**src/inc/timer_pkg.sv**
```systemverilog
package timer_pkg;

    // Bus and counter widths
    localparam int unsigned DATA_W = 32;
    localparam int unsigned CNT_W  = 8;
    localparam int unsigned OFS_W  = 8;

    // Register byte offsets
    localparam logic [OFS_W-1:0] OFS_MODE       = 8'h00;
    localparam logic [OFS_W-1:0] OFS_PRESCALE   = 8'h04;
    localparam logic [OFS_W-1:0] OFS_MAIN       = 8'h08;
    localparam logic [OFS_W-1:0] OFS_SOURCE     = 8'h0C;
    localparam logic [OFS_W-1:0] OFS_IRQ_STATUS = 8'h10;
    localparam logic [OFS_W-1:0] OFS_IRQ_MASK   = 8'h14;
    localparam logic [OFS_W-1:0] OFS_PORT       = 8'h18;

    // Field positions
    localparam int unsigned MODE_RUN_BIT  = 0;
    localparam int unsigned MODE_POL_BIT  = 1;
    localparam int unsigned MODE_INV_BIT  = 2;
    localparam int unsigned IRQ_UFL_BIT   = 0;
    localparam int unsigned PORT_DATA_BIT = 0;
    localparam int unsigned PORT_DIR_BIT  = 1;
    localparam int unsigned PORT_PIN_BIT  = 2;
    localparam int unsigned SRC_LSB       = 0;
    localparam int unsigned SRC_MSB       = 1;

    // Reset values and divide-by-8 last count
    localparam logic [CNT_W-1:0] CNT_RESET = 8'hFF;
    localparam logic [2:0]       DIV_RESET = 3'h0;
    localparam logic [2:0]       DIV8_LAST = 3'h7;
    localparam logic [DATA_W-1:0] RDATA_RESET = 32'h0000_0000;

    // AHB encodings
    localparam logic [1:0] HTRANS_NONSEQ = 2'h2;
    localparam logic       HRESP_OKAY    = 1'b0;

    typedef enum logic [1:0] {
        SRC_DIV1 = 2'h0,
        SRC_DIV2 = 2'h1,
        SRC_DIV8 = 2'h2,
        SRC_RING = 2'h3
    } count_src_t;

    typedef enum logic [1:0] {
        WR_IDLE  = 2'b00,
        WR_STAGE = 2'b01,
        WR_LOAD  = 2'b11
    } wr_phase_t;

    typedef struct packed {
        logic [CNT_W-1:0] cnt;
        logic [CNT_W-1:0] reload;
        logic [CNT_W-1:0] pend;
        wr_phase_t        phase;
    } stage_state_t;

    typedef struct packed {
        logic [2:0] div;
        logic       ring_q;
    } src_state_t;

    typedef struct packed {
        logic pulse_o;
        logic pulse_oe;
        logic inv_o;
        logic inv_oe;
    } pin_out_t;

endpackage

```
**src/count_source_sel.sv**
```systemverilog
`timescale 1ns/10ps
module count_source_sel
(
    input  wire logic                  hclk,
    input  wire logic                  hresetn,
    input  wire timer_pkg::count_src_t src,
    input  wire logic                  ring_oscillator_clock,
    output logic                       tick
);
    import timer_pkg::*;

    src_state_t st_ff;
    src_state_t nxt_st;

    always_comb
    begin
        nxt_st        = st_ff;
        nxt_st.div    = st_ff.div + 3'h1;
        nxt_st.ring_q = ring_oscillator_clock;
        // One of four internal sources gives the count input
        unique case (src)
            SRC_DIV1: tick = 1'b1;
            SRC_DIV2: tick = st_ff.div[0];
            SRC_DIV8: tick = (st_ff.div == DIV8_LAST);
            SRC_RING: tick = ring_oscillator_clock & ~st_ff.ring_q;
        endcase
    end

    always_ff @(posedge hclk or negedge hresetn)
    begin
        if (!hresetn)
            st_ff <= '{div: DIV_RESET, ring_q: 1'b0};
        else
            st_ff <= nxt_st;
    end

endmodule

```
**src/reload_stage.sv**
```systemverilog
`timescale 1ns/10ps
module reload_stage
(
    input  wire logic                    hclk,
    input  wire logic                    hresetn,
    input  wire logic                    run,
    input  wire logic                    tick,
    input  wire logic                    wr,
    input  wire logic [timer_pkg::CNT_W-1:0] wdata,
    output logic [timer_pkg::CNT_W-1:0]      count,
    output logic                         underflow
);
    import timer_pkg::*;

    stage_state_t st_ff;
    stage_state_t nxt_st;

    always_comb
    begin
        nxt_st    = st_ff;
        underflow = 1'b0;
        if (!run)
        begin
            // Stopped: write goes to reload and counter together
            nxt_st.phase = WR_IDLE;
            if (wr)
            begin
                nxt_st.cnt    = wdata;
                nxt_st.reload = wdata;
            end
            else if (st_ff.phase != WR_IDLE)
            begin
                nxt_st.cnt    = st_ff.pend;
                nxt_st.reload = st_ff.pend;
            end
        end
        else if (wr)
        begin
            nxt_st.pend  = wdata;
            nxt_st.phase = WR_STAGE;
        end
        else if (tick)
        begin
            unique case (st_ff.phase)
                WR_IDLE:
                begin
                    if (st_ff.cnt == '0)
                    begin
                        underflow  = 1'b1;
                        nxt_st.cnt = st_ff.reload;
                    end
                    else
                        nxt_st.cnt = st_ff.cnt - 8'h01;
                end
                WR_STAGE:
                begin
                    nxt_st.reload = st_ff.pend;
                    nxt_st.phase  = WR_LOAD;
                end
                WR_LOAD:
                begin
                    nxt_st.cnt   = st_ff.reload;
                    nxt_st.phase = WR_IDLE;
                end
                default: nxt_st.phase = WR_IDLE;
            endcase
        end
    end

    assign count = st_ff.cnt;

    always_ff @(posedge hclk or negedge hresetn)
    begin
        if (!hresetn)
            st_ff <= '{cnt: CNT_RESET, reload: CNT_RESET, pend: CNT_RESET, phase: WR_IDLE};
        else
            st_ff <= nxt_st;
    end

endmodule

```
**src/timer_pulse_output_mode.sv**
```systemverilog
`timescale 1ns/10ps
module timer_pulse_output_mode
(
    input  wire logic                         hclk,
    input  wire logic                         hresetn,
    input  wire logic                         hsel,
    input  wire logic [31:0]                  haddr,
    input  wire logic [1:0]                   htrans,
    input  wire logic                         hwrite,
    input  wire logic [2:0]                   hsize,
    input  wire logic [timer_pkg::DATA_W-1:0] hwdata,
    input  wire logic                         hready,
    output logic [timer_pkg::DATA_W-1:0]      hrdata,
    output logic                              hreadyout,
    output logic                              hresp,
    input  wire logic                         ring_oscillator_clock,
    input  wire logic                         secondary_inverted_pin_i,
    output timer_pkg::pin_out_t               pins,
    output logic                              timer_irq
);
    import timer_pkg::*;

    typedef struct packed {
        logic                run;
        logic                pol;
        logic                inv_en;
        count_src_t          src;
        logic                irq_st;
        logic                irq_mask;
        logic                port_data;
        logic                port_dir;
        logic                pulse;
        logic                sec_o;
        logic                sec_oe;
        logic [OFS_W-1:0]    addr;
        logic                wr_pend;
        logic                rd_wait;
        logic                rd_done;
        logic [DATA_W-1:0]   rdata;
        logic                irq;
    } regs_t;

    regs_t st_ff;
    regs_t nxt_st;

    logic             src_tick;
    logic             pre_ufl;
    logic             main_ufl;
    logic [CNT_W-1:0] pre_count;
    logic [CNT_W-1:0] main_count;
    logic             wr_mode;
    logic             wr_pre;
    logic             wr_main;
    logic             wr_src;
    logic             wr_status;
    logic             wr_mask;
    logic             wr_port;
    logic             take;
    logic [DATA_W-1:0] rd_val;

    count_source_sel u_src
    (
        .hclk                  (hclk),
        .hresetn               (hresetn),
        .src                   (st_ff.src),
        .ring_oscillator_clock (ring_oscillator_clock),
        .tick                  (src_tick)
    );

    reload_stage u_prescaler
    (
        .hclk      (hclk),
        .hresetn   (hresetn),
        .run       (st_ff.run),
        .tick      (src_tick),
        .wr        (wr_pre),
        .wdata     (hwdata[CNT_W-1:0]),
        .count     (pre_count),
        .underflow (pre_ufl)
    );

    // Main stage counts prescaler underflows
    reload_stage u_main
    (
        .hclk      (hclk),
        .hresetn   (hresetn),
        .run       (st_ff.run),
        .tick      (pre_ufl),
        .wr        (wr_main),
        .wdata     (hwdata[CNT_W-1:0]),
        .count     (main_count),
        .underflow (main_ufl)
    );

    // Write strobes in the data phase
    always_comb
    begin
        wr_mode   = st_ff.wr_pend && (st_ff.addr == OFS_MODE);
        wr_pre    = st_ff.wr_pend && (st_ff.addr == OFS_PRESCALE);
        wr_main   = st_ff.wr_pend && (st_ff.addr == OFS_MAIN);
        wr_src    = st_ff.wr_pend && (st_ff.addr == OFS_SOURCE);
        wr_status = st_ff.wr_pend && (st_ff.addr == OFS_IRQ_STATUS);
        wr_mask   = st_ff.wr_pend && (st_ff.addr == OFS_IRQ_MASK);
        wr_port   = st_ff.wr_pend && (st_ff.addr == OFS_PORT);
    end

    // Address phase accepted
    assign take = hsel && hready && (htrans == HTRANS_NONSEQ);

    // Read data for the captured address
    always_comb
    begin
        rd_val = '0;
        unique case (st_ff.addr)
            OFS_MODE:
            begin
                rd_val[MODE_RUN_BIT] = st_ff.run;
                rd_val[MODE_POL_BIT] = st_ff.pol;
                rd_val[MODE_INV_BIT] = st_ff.inv_en;
            end
            OFS_PRESCALE:   rd_val[CNT_W-1:0] = pre_count;
            OFS_MAIN:       rd_val[CNT_W-1:0] = main_count;
            OFS_SOURCE:     rd_val[SRC_MSB:SRC_LSB] = st_ff.src;
            OFS_IRQ_STATUS: rd_val[IRQ_UFL_BIT] = st_ff.irq_st;
            OFS_IRQ_MASK:   rd_val[IRQ_UFL_BIT] = st_ff.irq_mask;
            OFS_PORT:
            begin
                rd_val[PORT_DATA_BIT] = st_ff.port_data;
                rd_val[PORT_DIR_BIT]  = st_ff.port_dir;
                rd_val[PORT_PIN_BIT]  = secondary_inverted_pin_i;
            end
            default: rd_val = '0;
        endcase
    end

    always_comb
    begin
        nxt_st = st_ff;

        // Bus pipeline: writes take no wait state, reads one
        nxt_st.wr_pend = 1'b0;
        nxt_st.rd_done = 1'b0;
        if (st_ff.rd_wait)
        begin
            nxt_st.rd_wait = 1'b0;
            nxt_st.rd_done = 1'b1;
            nxt_st.rdata   = rd_val;
        end
        else if (take)
        begin
            nxt_st.addr    = haddr[OFS_W-1:0];
            nxt_st.wr_pend = hwrite;
            nxt_st.rd_wait = ~hwrite;
        end

        // Mode register
        if (wr_mode)
        begin
            nxt_st.run    = hwdata[MODE_RUN_BIT];
            nxt_st.pol    = hwdata[MODE_POL_BIT];
            nxt_st.inv_en = hwdata[MODE_INV_BIT];
        end
        if (wr_src)
            nxt_st.src = count_src_t'(hwdata[SRC_MSB:SRC_LSB]);
        if (wr_mask)
            nxt_st.irq_mask = hwdata[IRQ_UFL_BIT];
        if (wr_port)
        begin
            nxt_st.port_data = hwdata[PORT_DATA_BIT];
            nxt_st.port_dir  = hwdata[PORT_DIR_BIT];
        end

        // Sticky underflow flag, set wins over clear
        if (wr_status && hwdata[IRQ_UFL_BIT])
            nxt_st.irq_st = 1'b0;
        if (main_ufl)
            nxt_st.irq_st = 1'b1;
        nxt_st.irq = nxt_st.irq_st & nxt_st.irq_mask;

        // Pulse output
        if (wr_main)
            nxt_st.pulse = st_ff.pol;
        else if (main_ufl && st_ff.run)
            nxt_st.pulse = ~st_ff.pulse;

        // Secondary pin: inverted pulse or plain port
        if (nxt_st.inv_en)
        begin
            nxt_st.sec_o  = ~nxt_st.pulse;
            nxt_st.sec_oe = 1'b1;
        end
        else
        begin
            nxt_st.sec_o  = nxt_st.port_data;
            nxt_st.sec_oe = nxt_st.port_dir;
        end
    end

    always_ff @(posedge hclk or negedge hresetn)
    begin
        if (!hresetn)
        begin
            st_ff <= '{
                run:       1'b0,
                pol:       1'b0,
                inv_en:    1'b0,
                src:       SRC_DIV1,
                irq_st:    1'b0,
                irq_mask:  1'b0,
                port_data: 1'b0,
                port_dir:  1'b0,
                pulse:     1'b0,
                sec_o:     1'b0,
                sec_oe:    1'b0,
                addr:      '0,
                wr_pend:   1'b0,
                rd_wait:   1'b0,
                rd_done:   1'b0,
                rdata:     RDATA_RESET,
                irq:       1'b0
            };
        end
        else
            st_ff <= nxt_st;
    end

    // Outputs
    assign hrdata    = st_ff.rdata;
    assign hreadyout = ~st_ff.rd_wait;
    assign hresp     = HRESP_OKAY;
    assign timer_irq = st_ff.irq;

    always_comb
    begin
        pins.pulse_o  = st_ff.pulse;
        pins.pulse_oe = 1'b1;
        pins.inv_o    = st_ff.sec_o;
        pins.inv_oe   = st_ff.sec_oe;
    end

endmodule

```
**config.mk**
```make
export PLATFORM = sky130hd
export DESIGN_NAME = timer_pulse_output_mode
export DESIGN_NICKNAME = d
export VERILOG_FILES = /design/src/inc/timer_pkg.sv /design/src/count_source_sel.sv /design/src/reload_stage.sv /design/src/timer_pulse_output_mode.sv
export SDC_FILE = /design/constraint.sdc
export NUM_CORES = 1
export LEC_CHECK = 0
export BUFFER_PORTS_ARGS = -buffer_cell sky130_fd_sc_hd__buf_4
export CORE_ASPECT_RATIO = 1.2
export CORE_MARGIN = 3
export CORE_UTILIZATION = 47
export DETAILED_ROUTE_END_ITERATION = 10
export GPL_ROUTABILITY_DRIVEN = 0
export MAX_ROUTING_LAYER = met4
export PLACE_DENSITY = 0.71
export SLEW_MARGIN = 20
export SYNTH_ARGS = -nofsm -noshare
export SYNTH_HDL_FRONTEND = slang
export SYNTH_SLANG_ARGS = --single-unit
```
**constraint.sdc**
```tcl
create_clock -name hclk -period 2.49 [get_ports hclk]
set_input_delay 0.1245 -clock hclk [delete_from_list [all_inputs] [get_ports hclk]]
set_output_delay 0.1245 -clock hclk [all_outputs]
set_load 0.01 [all_outputs]
```
==> results_dict.tcl <==
set metrics [dict create \
    status "finished, final reports clean" \
    setup_repair_after_global_routing_missed_its_margin "false" \
    cell_area_after_technology_mapping_um2 5000 \
    ioPinCount 115 \
    timing.max_slew.rel_slack_pct 54.7 \
    synthFlopType "sky130_fd_sc_hd__dfstp_2" \
    place_hpwl_mm 8.11 \
    synth_largest_area_cell "sky130_fd_sc_hd__dfstp_2" \
    insertion_delay_ns 0.34 \
    layout.cells.most_common_list "sky130_fd_sc_hd__buf_4 (54), sky130_fd_sc_hd__nor2_1 (52), sky130_fd_sc_hd__nand2_1 (51)" \
    synth.top_cell.area_share_pct 25.2 \
    critPathMaxFanout 8 \
    switching_share_pct 31.7 \
    vias_per_cell 5.58 \
    clockBufferDepth 2 \
    num-nets-final 617 \
    grt.total_usage_pct 19.9 \
    drt_iter0_markers 191 \
    drc 0 \
    critical_path.max_stage_delay_ns 0.48 \
    final_util_pct 54.6 \
    final-hold-violation-count 0 \
    crit_path_max_delay_family "compound AO/OA/AOI/OAI gates" \
    share_of_the_clock_period_used_by_the_worst_path_after_layout_pct 92.5 \
    combinational_fraction_of_design_power_pct 24.4 \
    cts_root_buffer "sky130_fd_sc_hd__clkbuf_16" \
    crit_top_cell "sky130_fd_sc_hd__buf_4" \
    synth_cell_types 65 \
    final_antenna_net_count 0 \
    clock_sink_count 87 \
    antenna_violations_before_repair 0 \
    clock_skew_ns 0.00855 \
    dominant_cells_by_area_after_synthesis "sky130_fd_sc_hd__dfstp_2 (25%), sky130_fd_sc_hd__dfrtp_1 (20%), sky130_fd_sc_hd__mux2_2 (7.9%), sky130_fd_sc_hd__buf_4 (6.2%), sky130_fd_sc_hd__mux2i_1 (4.4%)" \
    drive_gt1_share_pct 30.6 \
    htree_depth 3 \
    cap_violations 0 \
    clk_pin_slew_ns 0.06 \
    fp.dieArea_um2 11900 \
    port_buffers 37 \
    cp_cell_sequence "nor4_4 -> buf_4 -> nand3_4 -> a31o_2 -> a21oi_2 -> buf_4 -> o211ai_1 -> o21ai_0" \
    power.sequential.fraction_pct 46.9 \
    synth.yosys.warnings 0 \
    synth-seq-cells 87 \
    cp_data_arrival_time_ns 2.57 \
    grt_max_degree 53 \
    postSynthCellCount 505 \
    peakVddDrop_mv 0.362 \
    clock_period_minus_final_worst_setup_slack_ns 2.30 \
    timing.critical_path.to_type "flop" \
    cts_made_buffers 9 \
    min_path_type "in2reg" \
    initial_utilization_pct 49.0 \
    grt_pass1_vias 3690 \
    report.final.setup_viol 0 \
    die_y_um 119 \
    placeableCoreArea_um2 10200 \
    worst-path-buf-inv 2 \
    worstMarginPinSlew_ns 0.680 \
    power.density_nw_per_um2 848 \
    routed-wl-met3_um 455 \
    timing.critical_path.from_type "flop" \
    edff_count_synth 0 \
    postSynth.asyncResetShare_pct 100 \
    placement_rows 40 \
    synthesis.area_per_instance_um2 9.91 \
    syn_to_final_growth_pct 11.5 \
    floorplan.die.width_um 100 \
    globalRoute.totalOverflow 0 \
    routed_wirelength_mm 11.0 \
    setup_total_negative_slack_ns 0 \
    worst_path_max_delay_cell "sky130_fd_sc_hd__nor4_4" \
    met1_length_mm 4.70 \
    grt_pass1_wl_mm 18.4 \
    switching_power_w 0.00150 \
    met2WireLength_mm 5.53 \
    top_layer_used "met4" \
    cp.required_ns 2.75 \
    leakage_nw 2.45 \
    vias 3719 \
    wl_per_cell_um 16.5 \
    share_clk_of_total_power_pct 28.7 \
    timing.final.max_slew_violations 0 \
    layout.cells.most_common "sky130_fd_sc_hd__buf_4" \
    max_clock_freq_mhz 434 \
    cts_tree "yes" \
    antenna_cells_inserted 0 \
    number_of_detailed_routing_iterations_run_before_antenna_repair 5 \
    p_int_w 0.00323 \
    setup.worst_path.class "reg2reg" \
    synth_seq_area_share_pct 44.7 \
]
[layer usage]
layer | vias to the layer above | GRT usage, %
met3 | 24 | 3.81
li1 | 1781 | -
met2 | 96 | 32.2
met5 | - | -
met4 | 0 | 7.83
met1 | 1818 | 24.5
[what timing repair did]
action	in CTS	in global routing
hold buffers	3	0
endpoints found under the setup margin	0	0
buffers inserted	0	0
resized for setup	0	0
hold endpoints to repair	42	0
[sequential cells by signal, indices dropped and copies added, names as in the netlist]
signal             cells
hrdata                 8
u_src.st_ff            4
u_main.count           8
timer_irq              1
u_prescaler.count      8
u_main.st_ff          18
u_prescaler.st_ff     18
pins                   3
st_ff                 19
[cell usage after synthesis, types with 2 or more instances]
master,n
sky130_fd_sc_hd__nor2_1,52
sky130_fd_sc_hd__nand2_1,51
sky130_fd_sc_hd__dfstp_2,48
sky130_fd_sc_hd__buf_4,41
sky130_fd_sc_hd__dfrtp_1,39
sky130_fd_sc_hd__mux2_2,35
sky130_fd_sc_hd__a21oi_1,33
sky130_fd_sc_hd__o21ai_0,31
sky130_fd_sc_hd__mux2i_1,22
sky130_fd_sc_hd__clkbuf_1,14
sky130_fd_sc_hd__and3_1,11
sky130_fd_sc_hd__inv_1,11
sky130_fd_sc_hd__a221oi_1,7
sky130_fd_sc_hd__nor3_1,7
sky130_fd_sc_hd__xnor2_1,7
sky130_fd_sc_hd__a31oi_1,6
sky130_fd_sc_hd__ha_1,6
sky130_fd_sc_hd__a211oi_1,5
sky130_fd_sc_hd__buf_2,5
sky130_fd_sc_hd__nand3_1,5
sky130_fd_sc_hd__and2_1,4
sky130_fd_sc_hd__nor3b_1,4
sky130_fd_sc_hd__o211ai_1,4
sky130_fd_sc_hd__xor2_1,4
sky130_fd_sc_hd__o22ai_1,3
sky130_fd_sc_hd__a21o_1,2
sky130_fd_sc_hd__a22oi_1,2
sky130_fd_sc_hd__and3b_1,2
sky130_fd_sc_hd__buf_6,2
sky130_fd_sc_hd__conb_1,2
sky130_fd_sc_hd__nand2b_1,2
sky130_fd_sc_hd__nand4_1,2
sky130_fd_sc_hd__nor4b_4,2
sky130_fd_sc_hd__o22a_1,2
sky130_fd_sc_hd__o31ai_1,2
[metrics by stage]
| stage | hold slack (ns) | setup WS [ns] | std cells | total power (W) | area [um^2] |
|---|---|---|---|---|---|
| after floorplan | -0.171 | 0.487 | 529 | 0.00304 | 5090 |
| after global placement | 0.219 | 0.236 | 647 | 0.00334 | 5250 |
| after detailed placement | 0.219 | 0.208 | 647 | 0.00339 | 5250 |
| after CTS | 0.00842 | 0.194 | 666 | 0.00476 | 5580 |
| after global routing | 0.0107 | 0.00705 | 666 | 0.00501 | 5580 |
| final | 0.0149 | 0.187 | 666 | 0.00473 | 5580 |
[area by class of cell]
class	count	area, um^2
fill	891	4630
multi-input combinational	368	2400
sequential	87	2240
timing repair buffer	57	435
clock buffer	11	243
tap	126	158
clock inverter	5	57.6
inverter	12	45.0
[final timing paths]
check	slack (ns)	to	cells past startpoint	startpoint
worst max-delay path	0.19	u_main.count[4]$_DFFE_PN1P_	8	st_ff[40]$_DFFE_PN0P_
worst min-delay path	0.01	st_ff[40]$_DFFE_PN0P_	2	haddr[4]
worst max register to register	0.19	u_main.count[4]$_DFFE_PN1P_	8	st_ff[40]$_DFFE_PN0P_
worst min register to register	0.45	u_src.st_ff[1]$_DFF_PN0_	1	u_src.st_ff[1]$_DFF_PN0_
max in group asynchronous	1.34	u_prescaler.count[1]$_DFFE_PN1P_	3	hresetn
min in group asynchronous	0.37	st_ff[55]$_DFFE_PN0P_	2	hresetn
[kinds of logic after synthesis]
kind of cell / count (synthesis) / synth area share (%)
AOI/OAI and AO/OA: 111 / 14.3
xor gates and xnor gates: 11 / 1.93
adders and majority gates: 6 / 1.50
buffers and inverters: 74 / 9.05
DFF: 87 / 44.7
muxes: 58 / 12.5
other: 2 / 0.150
and+or+nand+nor: 156 / 15.9
[power by group through the flow]
| stage | registers (W) | logic, W | clock network (W) |
|---|---|---|---|
| 2_1_floorplan | 0.00208 | 0.000964 | 0 |
| 3_3_place_gp | 0.00222 | 0.00112 | 0 |
| 3_5_place_dp | 0.00224 | 0.00115 | 0 |
| 4_1_cts | 0.00222 | 0.00116 | 0.00138 |
| 5_1_grt | 0.00226 | 0.00131 | 0.00145 |
| 6_report | 0.00222 | 0.00115 | 0.00136 |
[worst register-to-register path: stages (launching register included)]
cell and delay [ns]:
sky130_fd_sc_hd__dfrtp_1 0.47, sky130_fd_sc_hd__nor4_4 0.48, sky130_fd_sc_hd__buf_4 0.23, sky130_fd_sc_hd__nand3_4 0.13
sky130_fd_sc_hd__a31o_2 0.27, sky130_fd_sc_hd__a21oi_2 0.26, sky130_fd_sc_hd__buf_4 0.22, sky130_fd_sc_hd__o211ai_1 0.08
sky130_fd_sc_hd__o21ai_0 0.09
Note: power is estimated with default switching activity, not from simulation.
